`src/pkg/swc_pkg.sv`:
```
// Summary of operation
// - a halt request that meets an already pending enabled interrupt runs as a no-op and leaves the watchdog alone.
// - a suppressed halt leaves the timeout flag and the power-down flag unchanged.
// - an enabled interrupt that turns up during or after the halt lets the halt complete and wakes at once.
// - a completed halt that wakes on an interrupt clears the watchdog counter and its prescaler.
// - a completed halt that wakes on an interrupt sets the timeout flag and clears the power-down flag.
// - any source with both its enable and its flag set qualifies, whatever the global interrupt enable says.
package swc_pkg;

  // ------------------------------------------------------------
  // widths
  // ------------------------------------------------------------
  localparam int ADDR_W = 8;
  localparam int DATA_W = 32;
  localparam int SRC_W = 8;
  localparam int WDT_W = 8;
  localparam int PRESC_W = 5;

  // ------------------------------------------------------------
  // register offsets (byte addresses)
  // ------------------------------------------------------------
  localparam logic [ADDR_W-1:0] OFS_CTRL = 8'h00;
  localparam logic [ADDR_W-1:0] OFS_STATUS = 8'h04;
  localparam logic [ADDR_W-1:0] OFS_INT_STAT = 8'h08;
  localparam logic [ADDR_W-1:0] OFS_INT_MASK = 8'h0C;
  localparam logic [ADDR_W-1:0] OFS_WDT_COUNT = 8'h10;

  // ------------------------------------------------------------
  // field positions
  // ------------------------------------------------------------
  localparam int CTRL_WDT_EN_BIT = 0;
  localparam int CTRL_PD_REARM_BIT = 1;
  localparam int EVT_W = 3;

  // ------------------------------------------------------------
  // reset values and timing counts
  // ------------------------------------------------------------
  localparam logic RST_WDT_EN = 1'b0;
  localparam logic RST_TIMEOUT_FLAG = 1'b1;
  localparam logic RST_POWER_DOWN_FLAG = 1'b1;
  localparam logic [EVT_W-1:0] RST_INT_MASK = 3'h0;
  localparam logic [1:0] FORCED_NOP_CYCLES = 2'h2;
  localparam logic [1:0] RESP_OKAY = 2'h0;
  localparam logic [1:0] RESP_SLVERR = 2'h2;

  // ------------------------------------------------------------
  // types
  // ------------------------------------------------------------
  typedef enum logic [2:0] {
    ST_RUN,
    ST_SLEEP,
    ST_PREFETCH,
    ST_FNOP,
    ST_VECTOR
  } swc_state_t;

  // status register layout, bit 2 downward
  typedef struct packed {
    logic sleeping;
    logic power_down_flag;
    logic watchdog_timeout_flag;
  } swc_stat_t;

  // interrupt event layout, bit 2 downward
  typedef struct packed {
    logic wdt_overflow;
    logic wake;
    logic halt_nop;
  } swc_evt_t;

endpackage

```
`src/hdl/swc_top.sv`:
```
// sleep entry and wake-up control with an AXI4-Lite register port
//
// The AXI4-Lite slave port and the register offsets were left to the implementer.
module swc_top (
  input wire logic MCLK,
  input wire logic SRST,
  // register bus
  input wire logic [swc_pkg::ADDR_W-1:0] S_AXI_AWADDR,
  input wire logic S_AXI_AWVALID,
  output logic S_AXI_AWREADY,
  input wire logic [swc_pkg::DATA_W-1:0] S_AXI_WDATA,
  input wire logic [3:0] S_AXI_WSTRB,
  input wire logic S_AXI_WVALID,
  output logic S_AXI_WREADY,
  output logic [1:0] S_AXI_BRESP,
  output logic S_AXI_BVALID,
  input wire logic S_AXI_BREADY,
  input wire logic [swc_pkg::ADDR_W-1:0] S_AXI_ARADDR,
  input wire logic S_AXI_ARVALID,
  output logic S_AXI_ARREADY,
  output logic [swc_pkg::DATA_W-1:0] S_AXI_RDATA,
  output logic [1:0] S_AXI_RRESP,
  output logic S_AXI_RVALID,
  input wire logic S_AXI_RREADY,
  // interrupt sources
  input wire logic [swc_pkg::SRC_W-1:0] INT_FLAGS,
  input wire logic [swc_pkg::SRC_W-1:0] INT_ENABLES,
  input wire logic GLOBAL_INTERRUPT_ENABLE,
  // execution core
  input wire logic HALT_EXEC,
  output logic HALT_NOP,
  output logic SLEEPING,
  output logic WAKE,
  output logic WDT_CLEAR,
  output logic EXEC_PREFETCH,
  output logic FORCE_NOP,
  output logic VECTOR_BRANCH,
  output logic IRQ
);

  // ------------------------------------------------------------
  // declarations
  // ------------------------------------------------------------
  swc_pkg::swc_state_t state_q;
  logic pending;
  logic halt_take;
  logic wake_now;
  logic halt_nop_q;
  logic wake_q;
  logic wdt_clr_q;
  logic [1:0] nop_cnt_q;
  logic to_q;
  logic pd_q;
  logic wdt_en_q;
  logic [swc_pkg::EVT_W-1:0] int_stat_q;
  logic [swc_pkg::EVT_W-1:0] int_mask_q;
  logic [swc_pkg::EVT_W-1:0] int_stat_d;
  swc_pkg::swc_evt_t evt;
  swc_pkg::swc_stat_t stat;
  logic [swc_pkg::WDT_W-1:0] wdt_count;
  logic wdt_ovf;
  logic aw_held_q;
  logic w_held_q;
  logic [swc_pkg::ADDR_W-1:0] awaddr_q;
  logic [swc_pkg::DATA_W-1:0] wdata_q;
  logic [3:0] wstrb_q;
  logic bvalid_q;
  logic [1:0] bresp_q;
  logic rvalid_q;
  logic [1:0] rresp_q;
  logic [swc_pkg::DATA_W-1:0] rdata_q;
  logic wr_go;
  logic wr_lane0;
  logic pd_rearm;

  // true when the offset names a register
  function automatic logic is_mapped(input logic [swc_pkg::ADDR_W-1:0] a);
    return (a == swc_pkg::OFS_CTRL) || (a == swc_pkg::OFS_STATUS) ||
      (a == swc_pkg::OFS_INT_STAT) || (a == swc_pkg::OFS_INT_MASK) ||
      (a == swc_pkg::OFS_WDT_COUNT);
  endfunction

  // ------------------------------------------------------------
  // halt and wake sequencing
  // ------------------------------------------------------------
  // per-source qualify
  assign pending = |(INT_FLAGS & INT_ENABLES);
  assign halt_take = HALT_EXEC && (state_q == swc_pkg::ST_RUN);
  assign wake_now = (state_q == swc_pkg::ST_SLEEP) && pending;

  // sequence state
  always_ff @(posedge MCLK) begin
    if (SRST) begin
      state_q <= swc_pkg::ST_RUN;
    end else begin
      case (state_q)
        swc_pkg::ST_RUN: begin
          if (halt_take && !pending) begin
            state_q <= swc_pkg::ST_SLEEP;
          end
        end
        swc_pkg::ST_SLEEP: begin
          if (pending) begin
            state_q <= GLOBAL_INTERRUPT_ENABLE ? swc_pkg::ST_PREFETCH : swc_pkg::ST_RUN;
          end
        end
        swc_pkg::ST_PREFETCH: begin
          state_q <= swc_pkg::ST_FNOP;
        end
        swc_pkg::ST_FNOP: begin
          if (nop_cnt_q == swc_pkg::FORCED_NOP_CYCLES - 2'h1) begin
            state_q <= swc_pkg::ST_VECTOR;
          end
        end
        swc_pkg::ST_VECTOR: begin
          state_q <= swc_pkg::ST_RUN;
        end
        default: begin
          state_q <= swc_pkg::ST_RUN;
        end
      endcase
    end
  end

  always_ff @(posedge MCLK) begin
    if (SRST || state_q != swc_pkg::ST_FNOP) begin
      nop_cnt_q <= 2'h0;
    end else begin
      nop_cnt_q <= nop_cnt_q + 2'h1;
    end
  end

  // one-cycle pulses to the core
  always_ff @(posedge MCLK) begin
    if (SRST) begin
      halt_nop_q <= 1'b0;
      wake_q <= 1'b0;
      wdt_clr_q <= 1'b0;
    end else begin
      halt_nop_q <= halt_take && pending;
      wake_q <= wake_now;
      wdt_clr_q <= wake_now;
    end
  end

  // status flags
  // no change on no-op
  always_ff @(posedge MCLK) begin
    if (SRST) begin
      to_q <= swc_pkg::RST_TIMEOUT_FLAG;
      pd_q <= swc_pkg::RST_POWER_DOWN_FLAG;
    end else begin
      if (wake_now) begin
        to_q <= 1'b1;
        pd_q <= 1'b0;
      end else begin
        if (wdt_ovf) begin
          to_q <= 1'b0;
        end
        if (pd_rearm) begin
          pd_q <= 1'b1;
        end
      end
    end
  end

  assign HALT_NOP = halt_nop_q;
  assign WAKE = wake_q;
  assign WDT_CLEAR = wdt_clr_q;
  assign SLEEPING = (state_q == swc_pkg::ST_SLEEP);
  assign EXEC_PREFETCH = (state_q == swc_pkg::ST_PREFETCH);
  assign FORCE_NOP = (state_q == swc_pkg::ST_FNOP);
  assign VECTOR_BRANCH = (state_q == swc_pkg::ST_VECTOR);

  // ------------------------------------------------------------
  // watchdog
  // ------------------------------------------------------------
  swc_wdt swc_wdt_inst (
    .clk(MCLK),
    .rst(SRST),
    .enable(wdt_en_q),
    .clear(wdt_clr_q),
    .count_q(wdt_count),
    .overflow_q(wdt_ovf)
  );

  // ------------------------------------------------------------
  // events and interrupt
  // ------------------------------------------------------------
  assign evt = '{wdt_overflow: wdt_ovf, wake: wake_q, halt_nop: halt_nop_q};
  assign stat = '{sleeping: SLEEPING, power_down_flag: pd_q, watchdog_timeout_flag: to_q};

  // write one clears, a new event wins
  always_comb begin
    int_stat_d = int_stat_q;
    if (wr_lane0 && awaddr_q == swc_pkg::OFS_INT_STAT) begin
      int_stat_d = int_stat_q & ~wdata_q[swc_pkg::EVT_W-1:0];
    end
    int_stat_d = int_stat_d | evt;
  end

  always_ff @(posedge MCLK) begin
    if (SRST) begin
      int_stat_q <= '0;
    end else begin
      int_stat_q <= int_stat_d;
    end
  end

  assign IRQ = |(int_stat_q & int_mask_q);

  // ------------------------------------------------------------
  // AXI4-Lite write channel
  // ------------------------------------------------------------
  assign S_AXI_AWREADY = !aw_held_q && !bvalid_q;
  assign S_AXI_WREADY = !w_held_q && !bvalid_q;
  assign wr_go = aw_held_q && w_held_q && !bvalid_q;
  assign wr_lane0 = wr_go && wstrb_q[0] && is_mapped(awaddr_q);
  assign pd_rearm = wr_lane0 && (awaddr_q == swc_pkg::OFS_CTRL) &&
    wdata_q[swc_pkg::CTRL_PD_REARM_BIT];

  // address and data capture, either order
  always_ff @(posedge MCLK) begin
    if (SRST) begin
      aw_held_q <= 1'b0;
      w_held_q <= 1'b0;
      awaddr_q <= '0;
      wdata_q <= '0;
      wstrb_q <= 4'h0;
    end else begin
      if (S_AXI_AWVALID && S_AXI_AWREADY) begin
        aw_held_q <= 1'b1;
        awaddr_q <= S_AXI_AWADDR;
      end else if (wr_go) begin
        aw_held_q <= 1'b0;
      end
      if (S_AXI_WVALID && S_AXI_WREADY) begin
        w_held_q <= 1'b1;
        wdata_q <= S_AXI_WDATA;
        wstrb_q <= S_AXI_WSTRB;
      end else if (wr_go) begin
        w_held_q <= 1'b0;
      end
    end
  end

  // write response
  always_ff @(posedge MCLK) begin
    if (SRST) begin
      bvalid_q <= 1'b0;
      bresp_q <= swc_pkg::RESP_OKAY;
    end else if (wr_go) begin
      bvalid_q <= 1'b1;
      bresp_q <= is_mapped(awaddr_q) ? swc_pkg::RESP_OKAY : swc_pkg::RESP_SLVERR;
    end else if (S_AXI_BREADY) begin
      bvalid_q <= 1'b0;
    end
  end

  // control and mask registers
  always_ff @(posedge MCLK) begin
    if (SRST) begin
      wdt_en_q <= swc_pkg::RST_WDT_EN;
      int_mask_q <= swc_pkg::RST_INT_MASK;
    end else if (wr_lane0) begin
      if (awaddr_q == swc_pkg::OFS_CTRL) begin
        wdt_en_q <= wdata_q[swc_pkg::CTRL_WDT_EN_BIT];
      end
      if (awaddr_q == swc_pkg::OFS_INT_MASK) begin
        int_mask_q <= wdata_q[swc_pkg::EVT_W-1:0];
      end
    end
  end

  assign S_AXI_BVALID = bvalid_q;
  assign S_AXI_BRESP = bresp_q;

  // ------------------------------------------------------------
  // AXI4-Lite read channel
  // ------------------------------------------------------------
  assign S_AXI_ARREADY = !rvalid_q;

  always_ff @(posedge MCLK) begin
    if (SRST) begin
      rvalid_q <= 1'b0;
      rresp_q <= swc_pkg::RESP_OKAY;
      rdata_q <= '0;
    end else if (S_AXI_ARVALID && S_AXI_ARREADY) begin
      rvalid_q <= 1'b1;
      rresp_q <= swc_pkg::RESP_OKAY;
      rdata_q <= '0;
      case (S_AXI_ARADDR)
        swc_pkg::OFS_CTRL: rdata_q[swc_pkg::CTRL_WDT_EN_BIT] <= wdt_en_q;
        swc_pkg::OFS_STATUS: rdata_q[2:0] <= stat;
        swc_pkg::OFS_INT_STAT: rdata_q[swc_pkg::EVT_W-1:0] <= int_stat_q;
        swc_pkg::OFS_INT_MASK: rdata_q[swc_pkg::EVT_W-1:0] <= int_mask_q;
        swc_pkg::OFS_WDT_COUNT: rdata_q[swc_pkg::WDT_W-1:0] <= wdt_count;
        default: rresp_q <= swc_pkg::RESP_SLVERR;
      endcase
    end else if (S_AXI_RREADY) begin
      rvalid_q <= 1'b0;
    end
  end

  assign S_AXI_RVALID = rvalid_q;
  assign S_AXI_RRESP = rresp_q;
  assign S_AXI_RDATA = rdata_q;
endmodule

```
`src/hdl/swc_wdt.sv`:
```
// watchdog counter with its prescaler; clear resets both
module swc_wdt (
  input wire logic clk,
  input wire logic rst,
  input wire logic enable,
  input wire logic clear,
  output logic [swc_pkg::WDT_W-1:0] count_q,
  output logic overflow_q
);

  logic [swc_pkg::PRESC_W-1:0] presc_q;
  logic tick;

  assign tick = enable && (presc_q == {swc_pkg::PRESC_W{1'b1}});

  // prescaler
  always_ff @(posedge clk) begin
    if (rst || clear) begin
      presc_q <= '0;
    end else if (enable) begin
      presc_q <= presc_q + 1'b1;
    end
  end

  // counter and overflow pulse
  always_ff @(posedge clk) begin
    if (rst || clear) begin
      count_q <= '0;
      overflow_q <= 1'b0;
    end else begin
      overflow_q <= tick && (count_q == {swc_pkg::WDT_W{1'b1}});
      if (tick) begin
        count_q <= count_q + 1'b1;
      end
    end
  end
endmodule

```
`config.mk`:
```
export PLATFORM = sky130hd
export DESIGN_NAME = swc_top
export DESIGN_NICKNAME = d
export VERILOG_FILES = /design/src/pkg/swc_pkg.sv /design/src/hdl/swc_top.sv /design/src/hdl/swc_wdt.sv
export SDC_FILE = /design/constraint.sdc
export NUM_CORES = 1
export LEC_CHECK = 0
export ABC_AREA = 1
export BUFFER_PORTS_ARGS = -buffer_cell sky130_fd_sc_hd__buf_2
export CAP_MARGIN = 20
export CELL_PAD_IN_SITES_DETAIL_PLACEMENT = 0
export CELL_PAD_IN_SITES_GLOBAL_PLACEMENT = 1
export CORE_UTILIZATION = 32
export DETAILED_ROUTE_END_ITERATION = 8
export GPL_ROUTABILITY_DRIVEN = 0
export PLACE_DENSITY = 0.9
export SETUP_SLACK_MARGIN = 0.1
export SYNTH_ARGS = -nofsm -noshare
export SYNTH_HDL_FRONTEND = slang
export SYNTH_SLANG_ARGS = --single-unit
```
`constraint.sdc`:
```
create_clock -name MCLK -period 2 [get_ports MCLK]
set_input_delay 0.2 -clock MCLK [delete_from_list [all_inputs] [get_ports MCLK]]
set_output_delay 0.2 -clock MCLK [all_outputs]
set_load 0.005 [all_outputs]
```
==> results.yml, run 1 <==
sta:
  tightestPinTransition_ps: 500
  clock.fmax_ghz: 0.584
  hold_viol_final: 0
  finalSetupViolCount: 0
  fin_crit_ps: 1710
  fin_crit_sh_pct: 85.6
  clock_skew_ps: 10.4
  tns_ps: 0
  slew_violations: 0
  worst_slack_ps: 288
  rsz0062_at_grt: "no"
  relSlewSlack_pct: 66.5
cts:
  post-cts-setup-buffer-count: 0
  clkLatencyLatePin_ps: 320
  cts_max_level: 2
  cts_hold_buf: 0
  clkSlewWorstSetupHoldPaths_ps: 100
  clk_path_buf_depth: 2
  cts_buffers: 5
  cts_tree: "done"
  cts_resized: 0
  root_buffer: "clkbuf_8"
  cts_sinks: 56
global_route:
  antenna_found_initial: 0
  grt_usage_pct: 13.1
  grt_pass1_vias: 2432
  grt_pass1_wl_um: 10400
  overflow: 0
  grt_max_degree: 31
setup_path:
  worstSetupStartpointType: "register"
  r2r-start: "swc_wdt_inst.presc_q[1]$_SDFFE_PP0P_"
  crit_end: "swc_wdt_inst.count_q[6]$_SDFFE_PP0P_"
  crit_path_end_kind: "register"
  crit_fanout: 5
  r2r-end: "swc_wdt_inst.count_q[6]$_SDFFE_PP0P_"
  crit_chain: "ha_1 > inv_1 > nor3_2 > ha_2 > nand2_4 > nor2_4 > nand2_2 > nor2_4 > nand2_2 > inv_2 > nand3_2 > nand2_1 > nor2_2"
  critPathRequiredTime_ps: 2210
  r2r_cells: 13
  crit_start: "swc_wdt_inst.presc_q[1]$_SDFFE_PP0P_"
  critPathMaxStageDelay_ps: 360
  critPathArrivalTime_ps: 1920
  path_class: "reg2reg"
  critical_path.slowest_cell: "dfxtp_2"
  ff2ff_setup_slack_ps: 290
outcome:
  status: "finished clean"
finish:
  fill_cells: 939
  multi_input_area_um2: 1430
  diodes: 0
  drive_gt1_share_pct: 25.1
  regArea_um2: 1120
  final_nets: 554
  area_delta_synth_final_pct: 14.6
floorplan:
  core_area_um2: 8760
  die_w_um: 97.3
  die_y_um: 97.3
  start_util_pct: 33.2
  die_area_um2: 9470
  ios: 126
  rows: 34
power:
  max-vdd-ir-drop_uv: 273
  intPower_mw: 1.52
  combPwrFrac_pct: 13.2
  power.share.switching_pct: 27.6
  p_per_area_nw_per_um2: 629
  leakage_nw: 1.54
  clock_power_share_pct: 29.9
  p_sw_uw: 579
  p_seq_share_pct: 56.9
yosys:
  synth.distinct_cells: 37
  netlist_area_um2: 2910
  yosysWarnings: 0
  ys_seq_area_share_pct: 38.6
  synth_largest_area_cell: "dfxtp_1"
  async_reset_ff_share_pct: 0
  synth-main-ff-cell: "dfxtp_1"
  synth.ff_latch_count: 56
  netlist_instances: 409
  synthMostInstantiatedCell: "nand2_1"
  synth_top_area_share_pct: 38.6
  avgSynthCellArea_um2: 7.11
  synth-edff-count: 0
  netlist_top_cells_count: "nand2_1 (73), dfxtp_1 (56), nor2_1 (49)"
  ys_top_cells_by_area: "dfxtp_1 (39%), nand2_1 (9.4%), buf_4 (7.2%), nor2_1 (6.3%), inv_1 (5.7%)"
drt:
  firstDrtPassIters: 5
  ant_nets: 0
  post-route-drc-count: 0
  viasPerCell: 4.46
  drt_iter0_drc: 91
  vias: 2597
  wl_per_cell_um: 10.1
  drt_wl_total_um: 5860
hold_path:
  hold_path.class: "in2reg"
placed_design:
  port_buffers: 67
  dp_slack_ps: 177
  dp_hpwl_um: 4520
run:
  drv_cap: 0
## worst min path at each step
stage | from | to | slack (ps) | depth (start not counted)
2_1_floorplan | SRST | wdt_en_q$_SDFFE_PP0P_ | 270 | 1
3_3_place_gp | nop_cnt_q[0]$_SDFF_PP0_ | nop_cnt_q[0]$_SDFF_PP0_ | 400 | 1
3_5_place_dp | nop_cnt_q[0]$_SDFF_PP0_ | nop_cnt_q[0]$_SDFF_PP0_ | 410 | 1
4_1_cts | S_AXI_AWADDR[0] | awaddr_q[0]$_SDFFE_PP0P_ | 120 | 3
5_1_grt | HALT_EXEC | HALT_NOP$_SDFF_PP0_ | 130 | 3
6_report | S_AXI_AWADDR[0] | awaddr_q[0]$_SDFFE_PP0P_ | 120 | 3
## kinds of logic after synthesis
logic type	Yosys count	synth area share [%]
other cells	1	0.129
fa+ha+maj	4	1.72
flops	56	38.6
buf+inv	93	16.0
simple gates	185	30.4
compound gates	68	12.5
xor+xnor	2	0.603
## registers in the layout, indices dropped and copies added (netlist names), 2 cells and up
name                  cells
S_AXI_RDATA               8
awaddr_q                  8
int_mask_q                3
int_stat_q                3
nop_cnt_q                 2
state_q                   3
swc_wdt_inst.count_q      8
swc_wdt_inst.presc_q      5
wdata_q                   3
## through the flow
step                utilization, %  hold slack (ps)  std cells  total power, mW  area (um^2)
floorplan                        -              273        434             1.43         3000
global placement              36.8              405        574             1.49         3230
detailed placement            36.8              410        574             1.50         3230
CTS                           37.8              118        582             2.12         3320
global route                  38.0              128        582             2.21         3330
finish                        38.0              119        582             2.10         3330
## power by group through the flow
stage | clock [mW] | sequential, mW | combinational (mW)
after detailed placement | 0 | 1.22 | 0.279
after floorplan | 0 | 1.21 | 0.220
after global routing | 0.693 | 1.20 | 0.319
after CTS | 0.653 | 1.19 | 0.280
final | 0.627 | 1.19 | 0.277
after global placement | 0 | 1.22 | 0.274
## metal layers
layer	vias up	GRT usage, %	share of wire, %
met5	-	0	0
li1	1372	-	-
met2	87	21.5	44
met1	1136	17.3	50
met4	0	4.07	0.48
met3	2	2.66	5.1
## layout make-up
class | count | share of cell area [%]
Clock inverter | 2 | 0.488
Inverter | 57 | 6.42
Multi-Input combinational cell | 285 | 42.8
Clock buffer | 6 | 2.18
Sequential cell | 56 | 33.7
Timing Repair Buffer | 68 | 10.3
Tap cell | 108 | 4.06
## layout by cell type (no fill, tap or decap), drive strengths merged
cell type / netlist / final
nand2: 80 / 80
buf: 32 / 68
nor2: 59 / 59
inv: 57 / 57
dfxtp: 56 / 56
o21ai: 31 / 31
a21oi: 30 / 30
conb: 1 / 26
nand3: 25 / 25
nor3: 13 / 13
clkbuf: 4 / 6
nand4: 4 / 4
ha: 4 / 4
a31oi: 3 / 3
nor3b: 2 / 2
o221ai: 1 / 1
a211oi: 1 / 1
o21a: 1 / 1
xnor2: 1 / 1
nand3b: 1 / 1
xor2: 1 / 1
and2: 1 / 1
o211ai: 1 / 1
clkinv: 0 / 1
clkinvlp: 0 / 1
## critical path: cells and delay by family, from the launching register on
family	cells	cell delay, ps
adders and majority gates	2	370
buffers and inverters	2	140
DFF	1	360
and+or+nand+nor	9	740
No activity file was read; power rests on OpenSTA's default activity.
==> inputs of run 2 (changes only) <==
ABC_AREA = default   (was 1)
CORE_UTILIZATION = 33   (was 32)
==> run 2 against run 1 <==
  * Total power is 4.0% lower
  * Via count is 18% lower
  * Register-to-register slack worse by 20 ps
  * Design area is 6.6% lower
  * Cell count is 20% lower
  * First-iteration DRC count is 30% lower
  * Setup slack worse by 25 ps
==> results.yml, run 2 <==
cts:
  root_buffer: "clkbuf_8"
  post-cts-setup-buffer-count: 0
  cts_sinks: 56
  clkLatencyLatePin_ps: 310
  clk_path_buf_depth: 2
  cts_tree: "done"
  cts_resized: 0
  cts_hold_buf: 0
  clkSlewWorstSetupHoldPaths_ps: 100
  cts_max_level: 2
  cts_buffers: 5
yosys:
  synth.distinct_cells: 47
  avgSynthCellArea_um2: 9.06
  synth_top_area_share_pct: 42.2
  synth-main-ff-cell: "dfxtp_1"
  synth-edff-count: 0
  ys_seq_area_share_pct: 42.2
  async_reset_ff_share_pct: 0
  synth_largest_area_cell: "dfxtp_1"
  synthMostInstantiatedCell: "dfxtp_1"
  netlist_instances: 293
  netlist_top_cells_count: "dfxtp_1 (56), nor2_1 (48), buf_4 (27)"
  yosysWarnings: 0
  synth.ff_latch_count: 56
  ys_top_cells_by_area: "dfxtp_1 (42%), mux2i_1 (8.3%), buf_4 (7.6%), nor2_1 (6.8%), a22oi_1 (2.5%)"
  netlist_area_um2: 2650
drt:
  wl_per_cell_um: 11.1
  post-route-drc-count: 0
  firstDrtPassIters: 4
  ant_nets: 0
  drt_wl_total_um: 5170
  drt_iter0_drc: 64
  viasPerCell: 4.61
  vias: 2141
sta:
  clock.fmax_ghz: 0.576
  tns_ps: 0
  hold_viol_final: 0
  hold_ws_ps: 122
  fin_crit_ps: 1740
  finalSetupViolCount: 0
  slew_violations: 0
  worst_slack_ps: 263
  fin_crit_sh_pct: 86.8
  rsz0062_at_grt: "no"
  clock_skew_ps: 11.8
finish:
  final_area_um2: 3110
  diodes: 0
  regArea_um2: 1120
  drive_gt1_share_pct: 25.4
  multi_input_area_um2: 1340
  mostFrequentLayoutCells: "buf_2 (67), dfxtp_1 (56), nor2_1 (48)"
  area_delta_synth_final_pct: 17.2
  final_nets: 442
  final_common_cell: "buf_2"
  fill_cells: 808
floorplan:
  core_area_um2: 7770
  ios: 126
  die_w_um: 91.7
  die_y_um: 91.7
  rows: 32
  start_util_pct: 34.2
  die_area_um2: 8400
run:
  drv_cap: 0
setup_path:
  critPathRequiredTime_ps: 2250
  critPathTopFamily: "simple AND/OR/NAND/NOR gates"
  path_class: "reg2reg"
  crit_path_end_kind: "register"
  critPathMaxStageDelay_ps: 380
  crit_chain: "ha_1 > and3_1 > ha_1 > nand4_1 > or3_1 > a21oi_1"
  crit_fanout: 5
  worstSetupStartpointType: "register"
  cpMostUsedCell: "ha_1"
  cp_num_buf_inv: 0
  critPathArrivalTime_ps: 1980
  critical_path.slowest_cell: "dfxtp_1"
hold_path:
  hold_path.class: "in2reg"
global_route:
  overflow: 0
  grt_pass1_wl_um: 8680
  use_met3_pct: 2.90
  grt_pass1_vias: 1946
  grt_use_met2_pct: 21.2
  busiest_layer: "met2"
  grt_usage_pct: 12.8
  antenna_found_initial: 0
  grt_max_degree: 20
  use_met1_pct: 16.6
power:
  clock_power_share_pct: 30.4
  p_sw_uw: 509
  leakage_nw: 1.32
  power.share.switching_pct: 25.3
  p_per_area_nw_per_um2: 647
  combPwrFrac_pct: 11.2
  max-vdd-ir-drop_uv: 216
  p_seq_share_pct: 58.4
  intPower_mw: 1.50
placed_design:
  dp_slack_ps: 281
  port_buffers: 67
  placed_cell_area_um2: 3020
  dp_hpwl_um: 4000
outcome:
  status: "finished clean"
-- run 2: changes by cell type in the layout (fill, tap and decap cells not counted), sizes merged, moves of 9 or more --
cell / delta
nand3: -21
o21ai: -25
nor2: -11
nand2: -71
a21oi: -20
mux2i: +22
a22oi: +9
inv: -46
-- run 2: final timing paths --
check / startpoint / end / slack (ps) / depth (start not counted)
worst max-delay path: swc_wdt_inst.presc_q[0]$_SDFFE_PP0P_ / swc_wdt_inst.count_q[6]$_SDFFE_PP0P_ / 260 / 6
worst min-delay path: S_AXI_AWADDR[2] / awaddr_q[2]$_SDFFE_PP0P_ / 120 / 3
worst max register to register: swc_wdt_inst.presc_q[0]$_SDFFE_PP0P_ / swc_wdt_inst.count_q[6]$_SDFFE_PP0P_ / 260 / 6
worst min register to register: nop_cnt_q[0]$_SDFF_PP0_ / nop_cnt_q[0]$_SDFF_PP0_ / 430 / 1
-- run 2: worst register-to-register path, cell delays in order (launching register included) --
cell	delay [ps]
dfxtp_1	380
ha_1	170
and3_1	160
ha_1	230
nand4_1	210
or3_1	390
a21oi_1	140
-- run 2: layer usage --
metal	wire, um	vias up
met1	2480	961
met5	0	-
met4	52	0
met2	2350	70
met3	284	5
li1	-	1105
-- run 2: cells by family after synthesis --
family	count (synthesis)	synth area share, %
compound gates	42	10.7
xor+xnor	8	2.64
fa+ha+maj	4	1.89
buf+inv	50	10.9
flops	56	42.2
mux	22	8.30
other cells	1	0.141
simple gates	110	23.2
-- run 2: cell type report --
type | count | share of cell area, %
Tap cell | 102 | 4.10
Sequential cell | 56 | 36.0
Timing Repair Buffer | 75 | 12.7
Clock inverter | 2 | 0.523
Multi-Input combinational cell | 212 | 43.0
Inverter | 11 | 1.33
Clock buffer | 6 | 2.33
-- run 2: power groups by stage --
stage	clock [mW]	sequential (mW)	combinational (mW)
after floorplan	0	1.19	0.177
after global placement	0	1.20	0.220
after detailed placement	0	1.20	0.225
after CTS	0.633	1.17	0.227
after global routing	0.684	1.18	0.255
final	0.612	1.18	0.225
-- run 2: through the flow --
stage / power (mW) / cells / util (%)
final: 2.01 / 464 / 40.0
after global placement: 1.42 / 456 / 38.9
after CTS: 2.03 / 464 / 40.0
after global routing: 2.12 / 464 / 40.0
after floorplan: 1.37 / 318 / -
after detailed placement: 1.43 / 456 / 38.9
